==> src/design/pcr_pkg.sv <==
package pcr_pkg;

  // ----------------------------------------------------------------
  // widths
  // ----------------------------------------------------------------
  localparam int ADDR_W = 4;
  localparam int DATA_W = 8;
  localparam int COEFF_W = 16;
  localparam int RESULT_W = 36;
  localparam int HIST_W = 17;
  localparam int MODE_W = 3;

  // ----------------------------------------------------------------
  // register indices, one byte register per index
  // ----------------------------------------------------------------
  localparam logic [3:0] IDX_CTRL = 4'h0;
  localparam logic [3:0] IDX_COEFF_HIGH = 4'h1;
  localparam logic [3:0] IDX_COEFF_LOW = 4'h2;
  localparam logic [3:0] IDX_RES_UPPER = 4'h3;
  localparam logic [3:0] IDX_RES_HH = 4'h4;
  localparam logic [3:0] IDX_RES_HL = 4'h5;
  localparam logic [3:0] IDX_RES_LH = 4'h6;
  localparam logic [3:0] IDX_RES_LL = 4'h7;
  localparam logic [3:0] IDX_ERRA_UPPER = 4'h8;
  localparam logic [3:0] IDX_ERRA_HIGH = 4'h9;
  localparam logic [3:0] IDX_ERRA_LOW = 4'hA;
  localparam logic [3:0] IDX_ERRB_UPPER = 4'hB;
  localparam logic [3:0] IDX_ERRB_HIGH = 4'hC;
  localparam logic [3:0] IDX_ERRB_LOW = 4'hD;

  // ----------------------------------------------------------------
  // control register fields
  // ----------------------------------------------------------------
  localparam int CTRL_EN_BIT = 7;
  localparam int CTRL_BUSY_BIT = 6;
  localparam int CTRL_MODE_LSB = 0;
  localparam logic [2:0] MODE_PID = 3'h5;

  // ----------------------------------------------------------------
  // implemented-bit masks of the partial upper bytes
  // ----------------------------------------------------------------
  localparam logic [7:0] RES_UPPER_MASK = 8'h0F;
  localparam logic [7:0] HIST_UPPER_MASK = 8'h01;

  // ----------------------------------------------------------------
  // reset values
  // ----------------------------------------------------------------
  localparam logic [7:0] RST_BYTE = 8'h00;
  localparam logic [15:0] RST_COEFF = 16'h0000;
  localparam logic [35:0] RST_RESULT = 36'h000000000;
  localparam logic [16:0] RST_HIST = 17'h00000;
  localparam logic [2:0] RST_MODE = 3'h0;

  // ----------------------------------------------------------------
  // calculation sequencer states
  // ----------------------------------------------------------------
  typedef enum logic [1:0] {
    PCR_IDLE = 2'b01,
    PCR_CALC = 2'b10
  } pcr_state_e;

endpackage : pcr_pkg

==> src/design/pcr_regs.sv <==
module pcr_regs (
  // clock, reset, enable
  input wire logic clk_sys,
  input wire logic rst,
  input wire logic ce,
  // software register port
  input wire logic [pcr_pkg::ADDR_W-1:0] reg_addr,
  input wire logic [pcr_pkg::DATA_W-1:0] reg_wdata,
  input wire logic reg_wr,
  input wire logic reg_rd,
  output logic [pcr_pkg::DATA_W-1:0] reg_rdata,
  // datapath side
  input wire logic calc_start,
  input wire logic calc_done,
  input wire logic [pcr_pkg::RESULT_W-1:0] calc_result,
  input wire logic [pcr_pkg::HIST_W-1:0] calc_error,
  // settings seen by the datapath
  output logic [pcr_pkg::COEFF_W-1:0] derivative_coefficient,
  output logic [pcr_pkg::MODE_W-1:0] calc_mode,
  output logic calc_enable,
  output logic busy
);
  import pcr_pkg::*;

  // ----------------------------------------------------------------
  // state
  // ----------------------------------------------------------------
  typedef struct packed {
    pcr_state_e state;
    logic enable;
    logic [MODE_W-1:0] mode;
    logic busy;
    logic [COEFF_W-1:0] coeff;
    logic [RESULT_W-1:0] result;
    logic [HIST_W-1:0] prior_error_a;
    logic [HIST_W-1:0] prior_error_b;
    logic [DATA_W-1:0] rdata;
  } pcr_state_s;

  pcr_state_s st;
  pcr_state_s next_st;

  // ----------------------------------------------------------------
  // helpers
  // ----------------------------------------------------------------
  // byte view of one register, unimplemented bits forced to zero
  function automatic logic [7:0] read_byte(input pcr_state_s s, input logic [3:0] a);
    logic [7:0] ctl;
    ctl = 8'h00;
    ctl[CTRL_EN_BIT] = s.enable;
    ctl[CTRL_BUSY_BIT] = s.busy;
    ctl[CTRL_MODE_LSB +: MODE_W] = s.mode;
    unique case (a)
      IDX_CTRL: read_byte = ctl;
      IDX_COEFF_HIGH: read_byte = s.coeff[15:8];
      IDX_COEFF_LOW: read_byte = s.coeff[7:0];
      IDX_RES_UPPER: read_byte = {4'h0, s.result[35:32]};
      IDX_RES_HH: read_byte = s.result[31:24];
      IDX_RES_HL: read_byte = s.result[23:16];
      IDX_RES_LH: read_byte = s.result[15:8];
      IDX_RES_LL: read_byte = s.result[7:0];
      IDX_ERRA_UPPER: read_byte = {7'h00, s.prior_error_a[16]};
      IDX_ERRA_HIGH: read_byte = s.prior_error_a[15:8];
      IDX_ERRA_LOW: read_byte = s.prior_error_a[7:0];
      IDX_ERRB_UPPER: read_byte = {7'h00, s.prior_error_b[16]};
      IDX_ERRB_HIGH: read_byte = s.prior_error_b[15:8];
      IDX_ERRB_LOW: read_byte = s.prior_error_b[7:0];
      default: read_byte = RST_BYTE;
    endcase
  endfunction : read_byte

  // true when a write strobe targets the given index
  function automatic logic wr_hit(input logic wr, input logic [3:0] a, input logic [3:0] idx);
    wr_hit = wr && (a == idx);
  endfunction : wr_hit

  // ----------------------------------------------------------------
  // next state
  // ----------------------------------------------------------------
  always_comb begin
    next_st = st;
    // read data stand for one cycle only, unmapped reads give zero
    next_st.rdata = reg_rd ? read_byte(st, reg_addr) : RST_BYTE;

    // control byte; busy is status only
    if (wr_hit(reg_wr, reg_addr, IDX_CTRL)) begin
      next_st.enable = reg_wdata[CTRL_EN_BIT];
      next_st.mode = reg_wdata[CTRL_MODE_LSB +: MODE_W];
    end

    if (wr_hit(reg_wr, reg_addr, IDX_COEFF_HIGH)) begin
      next_st.coeff[15:8] = reg_wdata;
    end
    if (wr_hit(reg_wr, reg_addr, IDX_COEFF_LOW)) begin
      next_st.coeff[7:0] = reg_wdata;
    end

    if (wr_hit(reg_wr, reg_addr, IDX_RES_UPPER)) begin
      next_st.result[35:32] = reg_wdata[3:0] & RES_UPPER_MASK[3:0];
    end
    if (wr_hit(reg_wr, reg_addr, IDX_RES_HH)) begin
      next_st.result[31:24] = reg_wdata;
    end
    if (wr_hit(reg_wr, reg_addr, IDX_RES_HL)) begin
      next_st.result[23:16] = reg_wdata;
    end
    if (wr_hit(reg_wr, reg_addr, IDX_RES_LH)) begin
      next_st.result[15:8] = reg_wdata;
    end
    if (wr_hit(reg_wr, reg_addr, IDX_RES_LL)) begin
      next_st.result[7:0] = reg_wdata;
    end

    if (wr_hit(reg_wr, reg_addr, IDX_ERRA_UPPER)) begin
      next_st.prior_error_a[16] = reg_wdata[0] & HIST_UPPER_MASK[0];
    end
    if (wr_hit(reg_wr, reg_addr, IDX_ERRA_HIGH)) begin
      next_st.prior_error_a[15:8] = reg_wdata;
    end
    if (wr_hit(reg_wr, reg_addr, IDX_ERRA_LOW)) begin
      next_st.prior_error_a[7:0] = reg_wdata;
    end
    if (wr_hit(reg_wr, reg_addr, IDX_ERRB_UPPER)) begin
      next_st.prior_error_b[16] = reg_wdata[0] & HIST_UPPER_MASK[0];
    end
    if (wr_hit(reg_wr, reg_addr, IDX_ERRB_HIGH)) begin
      next_st.prior_error_b[15:8] = reg_wdata;
    end
    if (wr_hit(reg_wr, reg_addr, IDX_ERRB_LOW)) begin
      next_st.prior_error_b[7:0] = reg_wdata;
    end

    // datapath stores come last so a finishing calculation beats a
    // software write to the same byte; the result must not be torn
    if (calc_done) begin
      next_st.result = calc_result;
      if (st.mode == MODE_PID) begin
        next_st.prior_error_a = calc_error;
        next_st.prior_error_b = st.prior_error_a;
      end
    end

    // busy sequencer; a start in the done cycle keeps busy up
    unique case (st.state)
      PCR_IDLE: begin
        if (calc_start && st.enable) begin
          next_st.state = PCR_CALC;
          next_st.busy = 1'b1;
        end
      end
      PCR_CALC: begin
        if (calc_done && !(calc_start && st.enable)) begin
          next_st.state = PCR_IDLE;
          next_st.busy = 1'b0;
        end
      end
      default: begin
        next_st.state = PCR_IDLE;
        next_st.busy = 1'b0;
      end
    endcase

    // disabling the unit abandons a calculation in flight
    if (!next_st.enable) begin
      next_st.state = PCR_IDLE;
      next_st.busy = 1'b0;
    end
  end

  // ----------------------------------------------------------------
  // registers
  // ----------------------------------------------------------------
  // every field clears on reset except the sequencer state, which loads PCR_IDLE
  always_ff @(posedge clk_sys or posedge rst) begin
    if (rst) begin
      st.state <= PCR_IDLE;
      st.enable <= 1'b0;
      st.mode <= RST_MODE;
      st.busy <= 1'b0;
      st.coeff <= RST_COEFF;
      st.result <= RST_RESULT;
      st.prior_error_a <= RST_HIST;
      st.prior_error_b <= RST_HIST;
      st.rdata <= RST_BYTE;
    end else if (ce) begin
      st <= next_st;
    end
  end

  // outputs straight from the state flops
  assign reg_rdata = st.rdata;
  assign derivative_coefficient = st.coeff;
  assign calc_mode = st.mode;
  assign calc_enable = st.enable;
  assign busy = st.busy;

  // ----------------------------------------------------------------
  // assertions
  // ----------------------------------------------------------------
  property p_coeff_high_write;
    @(posedge clk_sys) disable iff (rst)
      (ce && reg_wr && reg_addr == IDX_COEFF_HIGH) |=>
        derivative_coefficient[15:8] == $past(reg_wdata);
  endproperty
  a_coeff_high_write: assert property (p_coeff_high_write)
    else $error("coefficient high byte not stored");

  property p_result_store;
    @(posedge clk_sys) disable iff (rst)
      (ce && calc_done) |=> st.result == $past(calc_result);
  endproperty
  a_result_store: assert property (p_result_store)
    else $error("result not stored on done");

  property p_res_upper_read;
    @(posedge clk_sys) disable iff (rst)
      (ce && reg_rd && reg_addr == IDX_RES_UPPER) |=>
        reg_rdata == {4'h0, $past(st.result[35:32])};
  endproperty
  a_res_upper_read: assert property (p_res_upper_read)
    else $error("upper result byte reads wrong");

  property p_hist_a_update;
    @(posedge clk_sys) disable iff (rst)
      (ce && calc_done && calc_mode == MODE_PID) |=> st.prior_error_a == $past(calc_error);
  endproperty
  a_hist_a_update: assert property (p_hist_a_update)
    else $error("first history store not updated");

  property p_hist_b_update;
    @(posedge clk_sys) disable iff (rst)
      (ce && calc_done && calc_mode == MODE_PID) |=>
        st.prior_error_b == $past(st.prior_error_a);
  endproperty
  a_hist_b_update: assert property (p_hist_b_update)
    else $error("second history store not shifted");

  property p_hist_upper_read;
    @(posedge clk_sys) disable iff (rst)
      (ce && reg_rd && (reg_addr == IDX_ERRA_UPPER || reg_addr == IDX_ERRB_UPPER)) |=>
        reg_rdata[7:1] == 7'h00;
  endproperty
  a_hist_upper_read: assert property (p_hist_upper_read)
    else $error("history upper byte has stray bits");

  property p_coeff_low_readback;
    @(posedge clk_sys) disable iff (rst)
      (ce && reg_rd && reg_addr == IDX_COEFF_LOW) |=>
        reg_rdata == $past(derivative_coefficient[7:0]) ##1 (!$past(ce) || reg_rdata == 8'h00 ||
        $past(reg_rd));
  endproperty
  a_coeff_low_readback: assert property (p_coeff_low_readback)
    else $error("coefficient low byte readback wrong");

  property p_hist_hold_other_mode;
    @(posedge clk_sys) disable iff (rst)
      (ce && calc_done && calc_mode != MODE_PID && !reg_wr) |=>
        $stable(st.prior_error_a) && $stable(st.prior_error_b);
  endproperty
  a_hist_hold_other_mode: assert property (p_hist_hold_other_mode)
    else $error("history moved outside PID mode");

  property p_busy_rise;
    @(posedge clk_sys) disable iff (rst)
      (ce && !busy && calc_start && calc_enable && !(reg_wr && reg_addr == IDX_CTRL)) |=>
        busy;
  endproperty
  a_busy_rise: assert property (p_busy_rise)
    else $error("busy did not rise on start");

  property p_busy_fall;
    @(posedge clk_sys) disable iff (rst)
      (ce && busy && calc_done && !calc_start) |=> !busy;
  endproperty
  a_busy_fall: assert property (p_busy_fall)
    else $error("busy did not fall on done");

  property p_coeff_low_write;
    @(posedge clk_sys) disable iff (rst)
      (ce && reg_wr && reg_addr == IDX_COEFF_LOW) |=>
        derivative_coefficient[7:0] == $past(reg_wdata);
  endproperty
  a_coeff_low_write: assert property (p_coeff_low_write)
    else $error("coefficient low byte not stored");

  property p_res_upper_write;
    @(posedge clk_sys) disable iff (rst)
      (ce && reg_wr && reg_addr == IDX_RES_UPPER && !calc_done) |=>
        st.result[35:32] == $past(reg_wdata[3:0]);
  endproperty
  a_res_upper_write: assert property (p_res_upper_write)
    else $error("upper result nibble not stored");

  property p_hist_upper_write;
    @(posedge clk_sys) disable iff (rst)
      (ce && reg_wr && reg_addr == IDX_ERRA_UPPER && !calc_done) |=>
        st.prior_error_a[16] == $past(reg_wdata[0]);
  endproperty
  a_hist_upper_write: assert property (p_hist_upper_write)
    else $error("history bit 16 not stored");

  // read data must not linger past their one cycle
  property p_rdata_idle;
    @(posedge clk_sys) disable iff (rst)
      (ce && !reg_rd) |=> reg_rdata == RST_BYTE;
  endproperty
  a_rdata_idle: assert property (p_rdata_idle)
    else $error("read data left standing");

  property p_reset_clear;
    @(posedge clk_sys) rst |=>
      reg_rdata == RST_BYTE && !busy && !calc_enable && derivative_coefficient == RST_COEFF;
  endproperty
  a_reset_clear: assert property (p_reset_clear)
    else $error("outputs not cleared by reset");

  c_pid_update: cover property (@(posedge clk_sys) disable iff (rst)
    ce && calc_done && calc_mode == MODE_PID);
  c_busy_cycle: cover property (@(posedge clk_sys) disable iff (rst)
    ce && busy ##1 ce && !busy);
  c_back_to_back: cover property (@(posedge clk_sys) disable iff (rst)
    ce && calc_done && calc_start && calc_enable);
  c_done_beats_write: cover property (@(posedge clk_sys) disable iff (rst)
    ce && calc_done && reg_wr && reg_addr == IDX_RES_LL);

endmodule : pcr_regs

==> config.mk <==
export PLATFORM = sky130hd
export DESIGN_NAME = pcr_regs
export DESIGN_NICKNAME = d
export VERILOG_FILES = /design/src/design/pcr_pkg.sv /design/src/design/pcr_regs.sv
export SDC_FILE = /design/constraint.sdc
export NUM_CORES = 1
export LEC_CHECK = 0
export BUFFER_PORTS_ARGS = -buffer_cell sky130_fd_sc_hd__buf_2
export CORE_MARGIN = 1.5
export CORE_UTILIZATION = 50
export CTS_CLUSTER_SIZE = 8
export DETAILED_ROUTE_END_ITERATION = 12
export PLACE_DENSITY = 0.73
export SYNTH_ARGS = -nofsm -noshare
export SYNTH_HDL_FRONTEND = slang
export SYNTH_SLANG_ARGS = --single-unit
export TNS_END_PERCENT = 10
==> constraint.sdc <==
create_clock -name clk_sys -period 3.6 [get_ports clk_sys]
set_input_delay 0.72 -clock clk_sys [delete_from_list [all_inputs] [get_ports clk_sys]]
set_output_delay 0.72 -clock clk_sys [all_outputs]
set_load 0.005 [all_outputs]
==> impl_metrics.yaml <==
run_status:
  result_of_the_run: "completed"
setup_path:
  timing.critical_path.to: "st[72]"
  setup.worst_path.end_class: "register"
  timing.critical_path.arrival_ps: 2600
  cpPeakStageDelay_ps: 650
  critPathLaunchType: "primary input"
  reg2reg_from: "calc_mode[1]"
  timing.critical_path.required_ps: 3820
  worst-path-max-fanout: 46
  register_to_register_path_setup_slack_ps: 1540
  r2r_cells: 5
  r2r-end: "st[20]"
  path_cells: "buf_2 -> nand3b_1 -> nor3_1 -> o21a_1 -> mux2_2"
  critical-path-slowest-cell: "sky130_fd_sc_hd__buf_2"
  crit_type: "primary input to register"
  launching_instance_or_port_of_the_critical_path: "reg_addr[2]"
final_layout:
  final_net_count: 683
  insertedDiodeCount: 0
  drive_gt1_share_pct: 33.6
  layout.filler_cells: 1022
  fin_cells: 759
  flow.area_growth_from_synthesis_pct: 11.2
cts:
  cts_setup_buffers: 0
  cts.repair.resized: 0
  numClockSinks: 100
  cts.hold.buffers_added: 0
  tritoncts_clock_tree: "done"
  numCtsBuffers: 9
  htree_levels: 3
  clock_insertion_delay_worst_skew_ps: 340
  clockBufferDepth: 2
  clk_transition_reported_paths_ps: 70
  clk_tree_root_cell: "sky130_fd_sc_hd__clkbuf_16"
placed_design:
  port_buffers: 100
  detailed_placement_wirelength_estimate_mm: 11.1
  placed_cells_incl_taps: 743
  place.gp.congestion: 0.902
routing:
  routed_via_density: 5.90
  route.vias.total: 4476
  drtAntennaViolNets: 0
  finalWirelength_mm: 15.2
  dr.pass1.iters: 5
  drtIter0Drc: 483
  drc: 0
  routedWlPerCell_um: 20.1
sta:
  fin_crit_sh_pct: 66.2
  timing.final.setup_violations: 0
  timing.max_slew.rel_slack_pct: 42.2
  grt_setup_unrepaired: "no"
  slew_viol_final: 0
  clock_skew_ps: 7.11
  finalHoldWorstSlack_ps: 489
  final-hold-violation-count: 0
  max_slew.worst_pin.slew_ps: 868
  setup_tns_final_ps: 0
  timing.fmax_mhz: 420
  period_needed_ps: 2380
pwr:
  post-layout-total-power_mw: 3.25
  vdd.ir_drop.worst_v: 0.000245
  power.static_leakage_nw: 3.24
  power.density_cell_area_nw_per_um2: 507
yosys:
  yosys_warnings: 0
  fraction_of_synthesized_cell_area_taken_by_the_top_area_cell_type_pct: 43.0
  postSynth.asyncResetShare_pct: 100
  yosysTopAreaCell: "sky130_fd_sc_hd__dfrtp_1"
  mappedNetlistNets: 625
  syn_avg_cell_area_um2: 10.4
  post_synth_instance_area_um2: 5760
  synthCells: 553
  ys_seq_area_share_pct: 43.5
  edff_count_synth: 0
  synthMostInstantiatedCell: "sky130_fd_sc_hd__dfrtp_1"
  netlist_top_cells_count: "sky130_fd_sc_hd__dfrtp_1, sky130_fd_sc_hd__nand2_1, sky130_fd_sc_hd__mux2_2, sky130_fd_sc_hd__buf_4, sky130_fd_sc_hd__mux2i_1"
  ys_ff_latch: 100
  ys_top_cells_by_area: "sky130_fd_sc_hd__dfrtp_1, sky130_fd_sc_hd__mux2_2, sky130_fd_sc_hd__nand2_1"
  synth_cell_types: 56
  synth-main-ff-cell: "sky130_fd_sc_hd__dfrtp_1"
global_route:
  grt_remaining_overflow: 0
  grt_util_all_layers_pct: 26.7
  grt_pass1_vias: 4487
  first_pass_grt_wire_length_mm: 23.9
  grt_max_degree: 56
  grt_antenna_before_repair: 0
floorplan:
  initial_core_util_pct: 50.9
  coreArea_um2: 11300
  core.rowCount: 39
  die_x_um: 110
  chipHeight_um: 110
  die-area_um2: 12200
  design.portCount: 101
flow_run:
  drv_cap: 0
hold_path:
  min-delay-path-class: "primary input to asynchronous set/reset pin"
## metrics by stage
step	setup slack [ps]	cell area (µm²)	utilization (%)
after CTS	1260	6400	56.6
after global routing	1050	6400	56.6
after global placement	988	6120	54.1
after detailed placement	909	6120	54.1
after floorplan	263	5760	-
final	1220	6400	56.6
## per-layer routing
metal  GRT usage, %  wire [µm]  vias to the layer above
met5              0          0                        -
met4           9.71        348                        0
met3           3.47        805                       25
met2           46.0       7660                      158
met1           34.4       6400                     2236
li1               -          -                     2057
## layout by cell type, fill, tap and decap left out, types with 2 or more instances in the layout
cell                        count
sky130_fd_sc_hd__a211oi_1       3
sky130_fd_sc_hd__a21o_1        16
sky130_fd_sc_hd__a21oi_1       20
sky130_fd_sc_hd__a221o_1        6
sky130_fd_sc_hd__a22o_1         3
sky130_fd_sc_hd__a22oi_1        6
sky130_fd_sc_hd__a31oi_1        7
sky130_fd_sc_hd__a32oi_1        5
sky130_fd_sc_hd__and3_1         4
sky130_fd_sc_hd__and3b_1        4
sky130_fd_sc_hd__and4b_1        2
sky130_fd_sc_hd__buf_2        100
sky130_fd_sc_hd__buf_4          7
sky130_fd_sc_hd__clkbuf_1       5
sky130_fd_sc_hd__clkbuf_16      9
sky130_fd_sc_hd__dfrtp_1       99
sky130_fd_sc_hd__inv_1         23
sky130_fd_sc_hd__mux2_2        72
sky130_fd_sc_hd__mux2i_1       26
sky130_fd_sc_hd__mux4_2         4
sky130_fd_sc_hd__nand2_1       73
sky130_fd_sc_hd__nand2b_1      13
sky130_fd_sc_hd__nand3_1        7
sky130_fd_sc_hd__nand3b_1       6
sky130_fd_sc_hd__nand4_1        2
sky130_fd_sc_hd__nor2_1        19
sky130_fd_sc_hd__nor2b_1       17
sky130_fd_sc_hd__nor3_1         4
sky130_fd_sc_hd__nor3b_1        2
sky130_fd_sc_hd__o211ai_1       2
sky130_fd_sc_hd__o21a_1         2
sky130_fd_sc_hd__o21ai_0        7
sky130_fd_sc_hd__o21ai_1        3
sky130_fd_sc_hd__o21ai_2        2
sky130_fd_sc_hd__o21ai_4        5
sky130_fd_sc_hd__o221ai_1       2
sky130_fd_sc_hd__o2bb2ai_1      4
sky130_fd_sc_hd__o32ai_1        3
## power breakdown
group	leakage, nW	internal [mW]	total (mW)	switching [mW]
logic	1.89	0.371	0.698	0.327
registers	1.21	1.39	1.61	0.220
clock network	0.135	0.540	0.940	0.400
total	3.24	2.30	3.25	0.948
## cell type report
cell class,count,area (µm²),area share [%]
Inverter,24,92.6,1.45
Sequential cell,100,2500,39.1
Tap cell,143,179,2.79
Clock inverter,2,35.0,0.547
Multi-Input combinational cell,369,2800,43.7
Clock buffer,14,244,3.81
Timing Repair Buffer,107,553,8.64
## worst max-delay path, delay by kind of cell
kind,cells,cell delay [ps]
and+or+nand+nor,2,460
muxes,1,390
AOI/OAI and AO/OA,1,370
buffers and inverters,1,650
## cell families after synthesis
kind of cell | synth area share [%]
AOI/OAI and AO/OA | 14.2
DFF | 43.5
muxes | 20.4
buffers and inverters | 8.02
and+or+nand+nor | 14.0
## worst min-delay path by stage
stage,start,slack (ps),cells after the start,to
5_1_grt,st[70],530,1,st[70]
6_report,rst,490,2,calc_mode[0]
3_5_place_dp,st[99],480,2,st[99]
2_1_floorplan,st[24],460,1,st[24]
4_1_cts,st[99],500,2,st[99]
3_3_place_gp,st[99],480,2,st[99]
## sequential cells by signal (all words and copies together) (netlist names)
| signal | flops |
|---|---|
| calc_mode | 3 |
| st | 72 |
| calc_enable | 1 |
| reg_rdata | 8 |
| derivative_coefficient | 16 |
(Power assumes the default switching activity.)
